### src/core/synth_regs_pkg.sv
package synth_regs_pkg;

  // ==========================================================
  // bus and storage geometry
  localparam int ADDR_W = 8;
  localparam int DATA_W = 32;
  localparam int REG_W  = 16;
  localparam int NUM_RW = 9;
  localparam int NUM_SLOTS = 10;
  localparam int EFF_W  = 8;

  // ==========================================================
  // register indices; byte address is four times the index
  localparam logic [5:0] IDX_PUMP_CFG    = 6'h0e;
  localparam logic [5:0] IDX_RSV_A       = 6'h13;
  localparam logic [5:0] IDX_RSV_B       = 6'h17;
  localparam logic [5:0] IDX_RSV_C       = 6'h18;
  localparam logic [5:0] IDX_RSV_D       = 6'h1c;
  localparam logic [5:0] IDX_RSV_E       = 6'h1d;
  localparam logic [5:0] IDX_DITHER_DBL  = 6'h1e;
  localparam logic [5:0] IDX_DIST_PWR    = 6'h1f;
  localparam logic [5:0] IDX_RSV_F       = 6'h20;
  localparam logic [5:0] IDX_PUMP_STATUS = 6'h3f;

  // slot numbers inside the storage array
  localparam logic [3:0] SLOT_PUMP   = 4'h0;
  localparam logic [3:0] SLOT_DITHER = 4'h6;
  localparam logic [3:0] SLOT_DIST   = 4'h7;
  localparam logic [3:0] SLOT_STATUS = 4'h9;
  localparam logic [3:0] SLOT_NONE   = 4'hf;

  localparam logic [5:0] SLOT_IDX [NUM_SLOTS] = '{
    IDX_PUMP_CFG, IDX_RSV_A, IDX_RSV_B, IDX_RSV_C, IDX_RSV_D,
    IDX_RSV_E, IDX_DITHER_DBL, IDX_DIST_PWR, IDX_RSV_F, IDX_PUMP_STATUS};

  // ==========================================================
  // values after reset
  localparam logic [REG_W-1:0] PUMP_CFG_RST   = 16'h018d;
  localparam logic [REG_W-1:0] DITHER_DBL_RST = 16'h0000;
  localparam logic [REG_W-1:0] DIST_PWR_RST   = 16'h0400;
  localparam logic [REG_W-1:0] RSV_RST        = 16'h0000;
  localparam logic [EFF_W-1:0] EFF_RST        = 8'h0c;

  localparam logic [REG_W-1:0] RESET_VAL [NUM_RW] = '{
    PUMP_CFG_RST, RSV_RST, RSV_RST, RSV_RST, RSV_RST,
    RSV_RST, DITHER_DBL_RST, DIST_PWR_RST, RSV_RST};

  // ==========================================================
  // field positions
  localparam int PUMP_DN_MSB = 11;
  localparam int PUMP_DN_LSB = 7;
  localparam int PUMP_UP_MSB = 6;
  localparam int PUMP_UP_LSB = 2;
  localparam int GAIN_MSB    = 1;
  localparam int GAIN_LSB    = 0;
  localparam int DITHER_BIT  = 10;
  localparam int DOUBLER_BIT = 0;
  localparam int OUT_B_PD_BIT = 10;
  localparam int OUT_A_PD_BIT = 9;
  localparam int DIV_FEED_PD_BIT = 7;

  // ==========================================================
  // pump current weights in steps of 0.15625 ma per set bit
  localparam logic [4:0] CUR_WEIGHT [5] = '{5'h01, 5'h02, 5'h04, 5'h10, 5'h08};
  // gain factor times two, indexed by multiplier code
  localparam logic [EFF_W-1:0] GAIN_X2 [4] = '{8'h02, 8'h04, 8'h03, 8'h05};

  function automatic logic [4:0] pump_units(input logic [4:0] f);
    logic [4:0] s;
    s = 5'h00;
    for (int i = 0; i < 5; i++) begin
      if (f[i]) begin
        s = s + CUR_WEIGHT[i];
      end
    end
    return s;
  endfunction

  // result in steps of 0.078125 ma
  function automatic logic [EFF_W-1:0] pump_eff(input logic [4:0] f,
                                                input logic [1:0] g);
    return EFF_W'({3'h0, pump_units(f)} * GAIN_X2[g]);
  endfunction

  // ==========================================================
  // carriers
  typedef struct packed {
    logic              psel;
    logic              penable;
    logic              pwrite;
    logic [ADDR_W-1:0] paddr;
    logic [DATA_W-1:0] pwdata;
    logic [3:0]        pstrb;
  } apb_req_type;

  typedef struct packed {
    logic [4:0] pump_down_current;
    logic [4:0] pump_up_current;
    logic [1:0] pump_gain_multiplier;
    logic       modulator_dither_enable;
    logic       oscillator_doubler_enable;
    logic       output_b_buffer_powerdown;
    logic       output_a_buffer_powerdown;
    logic       divider_feed_buffer_powerdown;
  } synth_ctrl_type;

endpackage

### src/core/pump_current_calc.sv
`timescale 1ns/1ps
`default_nettype none

module pump_current_calc (
  input  wire logic                          sys_clk_i,
  input  wire logic                          reset_n_i,
  input  wire logic [4:0]                    current_i,
  input  wire logic [1:0]                    gain_i,
  output logic [synth_regs_pkg::EFF_W-1:0]   eff_o
);
  import synth_regs_pkg::*;

  // ==========================================================
  // registered so the product never reaches a port as a ripple
  always_ff @(posedge sys_clk_i or negedge reset_n_i) begin
    if (!reset_n_i) begin
      eff_o <= EFF_RST;
    end else begin
      eff_o <= pump_eff(current_i, gain_i);
    end
  end

endmodule

`default_nettype wire

### src/core/synth_pump_dist_regs.sv
// Behaviour
// - pump-down current in bits 11:7, reset 3, weights 1.25/2.5/0.625/0.312/0.156 ma
// - pump-up current in bits 6:2, reset 3, same weights, any bit mix
// - gain code bits 1:0, reset 1: 3 x2.5, 2 x1.5, 1 x2, 0 x1
// - bit 10 of dither register, reset 0, turns modulator dither on
// - bit 0 of dither register, reset 0, enables oscillator doubler
// - distribution bit 10, reset 1, powers down output b buffer
// - distribution bit 9, reset 0, powers down output a buffer
// - distribution bit 7, reset 0, powers down divider feed buffer
`timescale 1ns/1ps
`default_nettype none

module synth_pump_dist_regs (
  input  wire logic                           sys_clk_i,
  input  wire logic                           reset_n_i,
  input  wire synth_regs_pkg::apb_req_type    apb_i,
  output logic [synth_regs_pkg::DATA_W-1:0]   prdata_o,
  output logic                                pready_o,
  output logic                                pslverr_o,
  output var synth_regs_pkg::synth_ctrl_type  ctrl_o,
  output logic [synth_regs_pkg::EFF_W-1:0]    pump_down_eff_o,
  output logic [synth_regs_pkg::EFF_W-1:0]    pump_up_eff_o,
  output logic                                pump_mismatch_o
);
  import synth_regs_pkg::*;

  // ==========================================================
  // address decode
  function automatic logic [3:0] find_slot(input logic [ADDR_W-1:0] a);
    logic [3:0] s;
    s = SLOT_NONE;
    for (int i = 0; i < NUM_SLOTS; i++) begin
      if (a[1:0] == 2'h0 && a[ADDR_W-1:2] == SLOT_IDX[i]) begin
        s = 4'(i);
      end
    end
    return s;
  endfunction

  function automatic logic [REG_W-1:0] merge(input logic [REG_W-1:0] old,
                                             input logic [DATA_W-1:0] wd,
                                             input logic [3:0] strb);
    logic [REG_W-1:0] r;
    r = old;
    if (strb[0]) begin
      r[7:0] = wd[7:0];
    end
    if (strb[1]) begin
      r[15:8] = wd[15:8];
    end
    return r;
  endfunction

  logic [REG_W-1:0] regs_r [NUM_RW];
  logic [3:0]       slot;
  logic             access_first;
  logic             wr_fire;
  logic [DATA_W-1:0] rd_mux;
  logic [4:0]       cur_field [2];
  logic [EFF_W-1:0] eff_w [2];

  assign slot = find_slot(apb_i.paddr);
  // first access cycle; the answer follows one cycle later
  assign access_first = apb_i.psel && apb_i.penable && !pready_o;
  assign wr_fire = apb_i.psel && apb_i.penable && pready_o && apb_i.pwrite;

  // ==========================================================
  // apb handshake
  always_ff @(posedge sys_clk_i or negedge reset_n_i) begin
    if (!reset_n_i) begin
      pready_o <= 1'b0;
    end else begin
      pready_o <= access_first;
    end
  end

  always_ff @(posedge sys_clk_i or negedge reset_n_i) begin
    if (!reset_n_i) begin
      pslverr_o <= 1'b0;
    end else begin
      pslverr_o <= access_first && (slot == SLOT_NONE);
    end
  end

  always_comb begin
    rd_mux = '0;
    if (slot == SLOT_STATUS) begin
      rd_mux = {15'h0000, pump_mismatch_o, pump_up_eff_o, pump_down_eff_o};
    end else if (slot != SLOT_NONE) begin
      rd_mux = {16'h0000, regs_r[slot]};
    end
  end

  // read data is latched on the same edge that raises pready so it is stable when sampled
  always_ff @(posedge sys_clk_i or negedge reset_n_i) begin
    if (!reset_n_i) begin
      prdata_o <= '0;
    end else if (access_first && !apb_i.pwrite) begin
      prdata_o <= rd_mux;
    end
  end

  // ==========================================================
  // storage; unnamed bits are kept as written, no masking
  for (genvar g = 0; g < NUM_RW; g++) begin : g_store
    always_ff @(posedge sys_clk_i or negedge reset_n_i) begin
      if (!reset_n_i) begin
        regs_r[g] <= RESET_VAL[g];
      end else if (wr_fire && slot == 4'(g)) begin
        regs_r[g] <= merge(regs_r[g], apb_i.pwdata, apb_i.pstrb);
      end
    end
  end

  // ==========================================================
  // control fields toward the analog side
  assign ctrl_o.pump_down_current =
    regs_r[SLOT_PUMP][PUMP_DN_MSB:PUMP_DN_LSB];
  assign ctrl_o.pump_up_current =
    regs_r[SLOT_PUMP][PUMP_UP_MSB:PUMP_UP_LSB];
  assign ctrl_o.pump_gain_multiplier =
    regs_r[SLOT_PUMP][GAIN_MSB:GAIN_LSB];
  assign ctrl_o.modulator_dither_enable =
    regs_r[SLOT_DITHER][DITHER_BIT];
  assign ctrl_o.oscillator_doubler_enable =
    regs_r[SLOT_DITHER][DOUBLER_BIT];
  assign ctrl_o.output_b_buffer_powerdown =
    regs_r[SLOT_DIST][OUT_B_PD_BIT];
  assign ctrl_o.output_a_buffer_powerdown =
    regs_r[SLOT_DIST][OUT_A_PD_BIT];
  assign ctrl_o.divider_feed_buffer_powerdown =
    regs_r[SLOT_DIST][DIV_FEED_PD_BIT];

  // ==========================================================
  // effective pump current, one calculator per direction
  assign cur_field[0] = ctrl_o.pump_down_current;
  assign cur_field[1] = ctrl_o.pump_up_current;

  for (genvar d = 0; d < 2; d++) begin : g_calc
    pump_current_calc u_calc (
      .sys_clk_i (sys_clk_i),
      .reset_n_i (reset_n_i),
      .current_i (cur_field[d]),
      .gain_i    (ctrl_o.pump_gain_multiplier),
      .eff_o     (eff_w[d])
    );
  end

  assign pump_down_eff_o = eff_w[0];
  assign pump_up_eff_o   = eff_w[1];

  // ==========================================================
  // mismatch is only flagged; hardware does not force equality
  always_ff @(posedge sys_clk_i or negedge reset_n_i) begin
    if (!reset_n_i) begin
      pump_mismatch_o <= 1'b0;
    end else begin
      pump_mismatch_o <= (ctrl_o.pump_down_current != ctrl_o.pump_up_current);
    end
  end

  logic wr_pump_full;
  logic wr_pump_any;
  logic wr_pump_lo;
  logic wr_dith_lo;
  logic wr_dith_hi;
  logic wr_dist_lo;
  logic wr_dist_hi;

  assign wr_pump_any  = wr_fire && slot == SLOT_PUMP;
  assign wr_pump_full = wr_pump_any && apb_i.pstrb[1:0] == 2'h3;
  assign wr_pump_lo   = wr_pump_any && apb_i.pstrb[0];
  assign wr_dith_lo   = wr_fire && slot == SLOT_DITHER && apb_i.pstrb[0];
  assign wr_dith_hi   = wr_fire && slot == SLOT_DITHER && apb_i.pstrb[1];
  assign wr_dist_lo   = wr_fire && slot == SLOT_DIST && apb_i.pstrb[0];
  assign wr_dist_hi   = wr_fire && slot == SLOT_DIST && apb_i.pstrb[1];
endmodule

`default_nettype wire

### config.mk
export PLATFORM = sky130hd
export DESIGN_NAME = synth_pump_dist_regs
export DESIGN_NICKNAME = d
export VERILOG_FILES = /design/src/core/synth_regs_pkg.sv /design/src/core/pump_current_calc.sv /design/src/core/synth_pump_dist_regs.sv
export SDC_FILE = /design/constraint.sdc
export NUM_CORES = 1
export LEC_CHECK = 0
export ABC_AREA = 1
export BUFFER_PORTS_ARGS = -buffer_cell sky130_fd_sc_hd__buf_4
export CAP_MARGIN = 0
export CORE_MARGIN = 2
export CORE_UTILIZATION = 55
export DETAILED_ROUTE_END_ITERATION = 7
export GPL_ROUTABILITY_DRIVEN = 0
export PLACE_DENSITY = 0.76
export SLEW_MARGIN = 5
export SYNTH_ARGS = -nofsm -noshare
export SYNTH_HDL_FRONTEND = slang
export SYNTH_SLANG_ARGS = --single-unit
### constraint.sdc
create_clock -name sys_clk_i -period 4.6 [get_ports sys_clk_i]
set_input_delay 0.92 -clock sys_clk_i [delete_from_list [all_inputs] [get_ports sys_clk_i]]
set_output_delay 0.92 -clock sys_clk_i [all_outputs]
set_load 0.01 [all_outputs]
# == Word-level counts from Yosys, hierarchy flattened ==
# Index checks and enable logic that the tools add are counted.
# word_totals
regBits,195
in_bits,49
output_inout_bits,68
elab_cells,135
# op_classes
n_addsub,8
multipliers,2
order_cmp,2
eq_ne,22
muxes,28
n_bitwise,2
n_reduce_logical,47
# op_table
cell,n
binary-select mux 16 bit (select 4 bit),1
two-way mux 16 bit,3
"== test 6 x 5 -> 1 bit, second input constant",7
two-way mux 4 bit,10
two-way mux 5 bit,8
AND reduction 2 bit,18
logical AND 1 bit,25
two-way mux 17 bit,1
binary-select mux 8 bit (select 2 bit),1
"== test 4 x 3 -> 1 bit, second input constant",4
multiplier 5 x 8 -> 8 bit,2
two-way mux 8 bit,2
"== test 4 bit, second input constant",3
"== test 6 bit, second input constant",2
"adder 5 x 2 -> 5 bit, second input constant",2
"adder 5 x 3 -> 5 bit, second input constant",2
"adder 5 x 4 -> 5 bit, second input constant",2
"adder 5 bit, second input constant",2
"== test 4 x 2 -> 1 bit, second input constant",2
"== test 6 x 4 -> 1 bit, second input constant",1
">= comparator 5 bit, second input constant",1
!= test 5 bit,1
NOT 4 -> 5 bit,1
"== test 4 x 1 -> 1 bit, second input constant",1
other kinds (7),9

# == Longest topological paths before layout ==
# depth
depth_word,18
depth_mapped,15
ltp_nobuf,14

# == Cells and area by module ==
# A second synthesis with hierarchy kept.
# hier_totals
cells_unflattened,1414
hier_area_um2,10670.2
# by_module_without_submodules
mod,instances,cells_per_inst,area_each_um2,seq_area_each_um2
synth_pump_dist_regs,1,1242,9236.4,4111.4
pump_current_calc,2,86,716.9,202.7

# == Least setup slack after synthesis ==
# Ideal clock, no wire load.
# synth_timing
path_type,flip-flop to flip-flop
startpoint,register regs_r (netlist bit ctrl_o[5])
endpoint,register g_calc[0].u_calc.eff_o[7] (netlist bit)
setup_time_ps,122
arrival_time_ps,3352
required_ps,4478
path_slack_ps,1126
stages_incl_launch_ff,16
n_path_buf,2
synth_period_minus_slack_ps,3474
cell_sequence,dfstp_2 > clkbuf_1 > clkbuf_1 > nand2_1 > fa_1 > inv_1 > ha_1 > ha_1 > ha_1 > a21oi_1 > inv_1 > a31oi_1 > nor2_1 > o21ai_0 > nand2_1 > xor2_1
# synth_between
elab_chain_cells,5
# synth_lines
element,line_no,rtl
"start, declared",synth_pump_dist_regs.sv:54,logic [REG_W-1:0] regs_r [NUM_RW];
"start signal, assigned by index",synth_pump_dist_regs.sv:108,regs_r[g] <= RESET_VAL[g];
"start signal, assigned by index",synth_pump_dist_regs.sv:110,"regs_r[g] <= merge(regs_r[g], apb_i.pwdata, apb_i.pstrb);"
NOT 2 -> 3 bit (not written as such),synth_regs_pkg.sv:82,"return EFF_W'({3'h0, pump_units(f)} * GAIN_X2[g]);"
binary-select mux 8 bit (select 2 bit),synth_regs_pkg.sv:82,
two-way mux 8 bit (not written as such) (2 in series),synth_regs_pkg.sv:82,
multiplier 5 x 8 -> 8 bit,synth_regs_pkg.sv:82,
"end signal, assigned",pump_current_calc.sv:19,"eff_o <= pump_eff(current_i, gain_i);"
"end, declared",pump_current_calc.sv:9,output logic [synth_regs_pkg::EFF_W-1:0] eff_o
# No other way between the ends. The select of a mux whose other input is x is not followed.
# A chain may end at the register's enable or synchronous reset.

# == Worst setup path in the final report ==
# layout_timing
startpoint,register regs_r (netlist bit ctrl_o[5])
endpoint,register g_calc[1].u_calc.eff_o[7] (netlist bit)
# layout_between
elab_chain_cells,5
# layout_lines
element,line_no
NOT 2 -> 3 bit (not written as such),synth_regs_pkg.sv:82
binary-select mux 8 bit (select 2 bit),synth_regs_pkg.sv:82
two-way mux 8 bit (not written as such) (2 in series),synth_regs_pkg.sv:82
multiplier 5 x 8 -> 8 bit,synth_regs_pkg.sv:82
"end signal, assigned",pump_current_calc.sv:19
"end, declared",pump_current_calc.sv:9
# No other way between the ends. The select of a mux whose other input is x is not followed.

==> flow_summary.yaml <==
final_layout:
  finished_cell_area_um2: 11400
  layout-drive-gt1-share_pct: 12.0
  num_antenna_cells: 0
  areaGrowthSynthToFinish_pct: 11.0
  nets: 1493
  final_common_cell: "nand2_1"
  most-common-layout-cells: "nand2_1 (495), inv_1 (191), dfrtp_1 (170), o21ai_1 (96), buf_4 (90)"
sta:
  achievable_clock_frequency_mhz: 286
  ratio_of_final_minimum_period_to_clock_period_pct: 76.1
  timing_max_transition_violations_final: 0
  tightestPinTransition_ns: 1.01
  relSlewSlack_pct: 32.4
  rsz0062_at_grt: "false"
  fin_tns_setup_ns: 0
  fin_worst_skew_ns: 0.0103
  finalSetupViolations: 0
  hold_ws_ns: 0.484
  finalCriticalPeriod_ns: 3.50
  finalHoldViolations: 0
clocking:
  count_of_buffers_added_by_post_cts_timing_repair_for_setup: 0
  cts.htree.levels: 4
  worst_skew_pair.late_latency_ns: 0.44
  cts_tree: "done"
  cts_num_sinks: 180
  cts_buffer_depth: 2
  post_cts_resized: 0
  path_clk_slew_ns: 0.07
  clock_tree_root: "clkbuf_16"
  ctsHoldBuffers: 0
  numCtsBuffers: 17
critical_path:
  cp_num_cells: 14
  reg2reg_slack_ns: 1.10
  cp_cell_sequence: "inv_1 > nand2_1 > fa_1 > inv_1 > ha_1 > ha_1 > ha_1 > a21oi_1 > inv_1 > a31oi_1 > nor2_1 > o21ai_0 > nand2_1 > xor2_1"
  worstPathArrival_ns: 3.83
  worstSetupEndpoint: "g_calc[1].u_calc.eff_o[7]$_DFF_PN0_"
  timing.rr.end: "g_calc[1].u_calc.eff_o[7]$_DFF_PN0_"
  critPathSlowestCell: "dfstp_2"
  crit_fanout: 21
  critical_path.max_stage_delay_ns: 0.80
  reg2reg_from: "ctrl_o[5]$_DFFE_PN1P_"
  criticalPathCategory: "reg -> reg"
  critPathLaunchType: "flop"
  worstPathBufferInverterCount: 3
  cp_data_required_time_ns: 4.93
  cp-end-kind: "flop"
  crit_path_from: "ctrl_o[5]$_DFFE_PN1P_"
  critPathTopFamily: "adder cells"
  worst_reg_to_reg_cells: 14
yosys:
  synth.top_cells.by_area: "dfrtp_1 (41%), nand2_1 (18%), inv_1 (7.0%)"
  post_synth.cell_area_avg_um2: 7.46
  largest_family_of_logic_cells_by_synthesized_area: "simple AND/OR/NAND/NOR gates"
  ys.warnings.count: 0
  synthesized_area_fraction_occupied_by_ao_oa_aoi_and_oai_cells_pct: 9.86
  post-synth-top-area-cell: "dfrtp_1"
  ys_seq_elements: 180
  share_of_the_synthesized_netlist_area_taken_by_xor_and_xnor_gates_pct: 0.936
  synth_cells: 1379
  ys_async_sr_fraction_pct: 100
  netlist-cell-type-count: 35
  number_of_enable_flip_flop_cells_after_synthesis: 0
  synth-simple-area-share_pct: 28.0
  top_area_cell_type_share_of_the_netlist_area_pct: 41.3
  synth.yosys.seq_area_share_pct: 43.9
  synth-adder-area-share_pct: 5.06
  synth_area_um2: 10300
  muxShareOfSynthArea_pct: 0
  dominantRegCellSynth: "dfrtp_1"
die:
  num_io_pins: 117
  start_util_pct: 55.6
  floorplan.die_area_um2: 19800
  die_height_um: 141
  floorplan.core_area_um2: 18500
  core.rowCount: 50
  die_w_um: 141
power:
  clockPowerShare_pct: 43.5
  power.share.combinational_pct: 7.6
  seqPwrFrac_pct: 48.9
  power.switching_fraction_pct: 24.5
  max-vdd-ir-drop_mv: 0.256
  switching_power_mw: 0.820
  power.total_mw: 3.34
  power.density_nw_per_um2: 293
  cell_internal_pwr_mw: 2.52
  p_leak_nw: 5.71
routing:
  detail_route.wl_per_cell_um: 15.8
  drc: 0
  route.detailed.vias_per_inst: 5.36
  dr.first_iter.drc_count: 785
  num_vias: 8865
  detail-route-antenna-nets: 0
  routed_wirelength_mm: 26.1
  detailedRoute.firstPassIterationCount: 6
global_routing:
  grt_overflow_total: 0
  grt_first_pass_wirelength_mm: 43.0
  grt_usage_pct: 27.4
  antenna_found_initial: 0
  grt_pass1_vias: 8404
  grt_start_max_net_pins: 100
placement:
  place_hpwl_mm: 17.2
  postPlaceCellArea_um2: 10800
  port_buffer_count: 83
worst_hold_path:
  min_path_type: "reg -> reg"
run:
  drv.max_cap_violation_count: 0
status:
  status: "complete, no violations"
==> kinds of logic after synthesis <==
group / after synthesis
DFF: 180
adders and majority gates: 38
AOI/OAI and AO/OA: 190
xor gates and xnor gates: 11
buffers and inverters: 291
and+or+nand+nor: 668
other: 1
==> power groups by stage <==
stage	sequential, mW	combinational (mW)	clock [mW]
after floorplan	1.67	0.114	0
after global placement	1.66	0.252	0
after detailed placement	1.66	0.257	0
after CTS	1.63	0.258	1.47
after global routing	1.64	0.285	1.53
final	1.63	0.255	1.45
==> per-stage QoR <==
step                      std cells  worst slack, ns  util, %
after floorplan                1393             1.13        -
after global placement         1621             1.09     58.6
after detailed placement       1621             1.06     58.6
after CTS                      1653             1.13     61.7
after global routing           1653            0.893     61.7
final                          1653             1.10     61.7
==> sequential cells by signal, summed over array words and instances, names as in the netlist <==
signal               cells
pready_o                 1
prdata_o                17
pump_mismatch_o          1
regs_r                 127
ctrl_o                  17
g_calc.u_calc.eff_o     16
pslverr_o                1
==> tightest hold or removal path: stages (launching register included) <==
cell and delay (ns):
dfstp_2 0.38, nand2_1 0.05, o21ai_1 0.05
==> worst min-delay path by stage <==
stage / startpoint / slack [ns] / endpoint / cells after the start
after global routing: regs_r[21]$_DFFE_PN0P_ / 0.51 / regs_r[21]$_DFFE_PN0P_ / 2
after floorplan: regs_r[113]$_DFFE_PN0P_ / 0.45 / regs_r[113]$_DFFE_PN0P_ / 2
after CTS: ctrl_o[2]$_DFFE_PN1P_ / 0.49 / ctrl_o[2]$_DFFE_PN1P_ / 2
after detailed placement: regs_r[37]$_DFFE_PN0P_ / 0.47 / regs_r[37]$_DFFE_PN0P_ / 2
final: ctrl_o[2]$_DFFE_PN1P_ / 0.48 / ctrl_o[2]$_DFFE_PN1P_ / 2
after global placement: regs_r[19]$_DFFE_PN0P_ / 0.47 / regs_r[19]$_DFFE_PN0P_ / 2
==> layout make-up <==
| cell class | count | area (um^2) |
|---|---|---|
| Sequential cell | 180 | 4520 |
| Clock inverter | 11 | 129 |
| Timing Repair Buffer | 92 | 707 |
| Tap cell | 234 | 293 |
| Clock buffer | 21 | 450 |
| Multi-Input combinational cell | 922 | 4600 |
| Fill cell | 1663 | 7090 |
| Inverter | 193 | 724 |
==> synthesized netlist by cell type, types with 6 or more instances <==
master and n:
nand2_1 496, inv_1 191, dfrtp_1 170, o21ai_1 96, o21ai_0 67, nand4_1 66
nor2_1 51, buf_4 38, ha_1 32, clkbuf_1 31, nand3_1 22, a21oi_1 19
nand3_2 17, buf_2 16, buf_1 13, dfstp_2 10, xor2_1 8, fa_1 6
==> per-layer routing <==
layer / track usage, % / share of wire (%) / vias up
met5: 0 / 0 / -
met4: 9.00 / 2.2 / 0
met3: 5.26 / 6.2 / 42
met2: 44.9 / 47 / 310
met1: 37.2 / 44 / 4171
li1: - / - / 4342
Power figures use the tool's default switching activity.
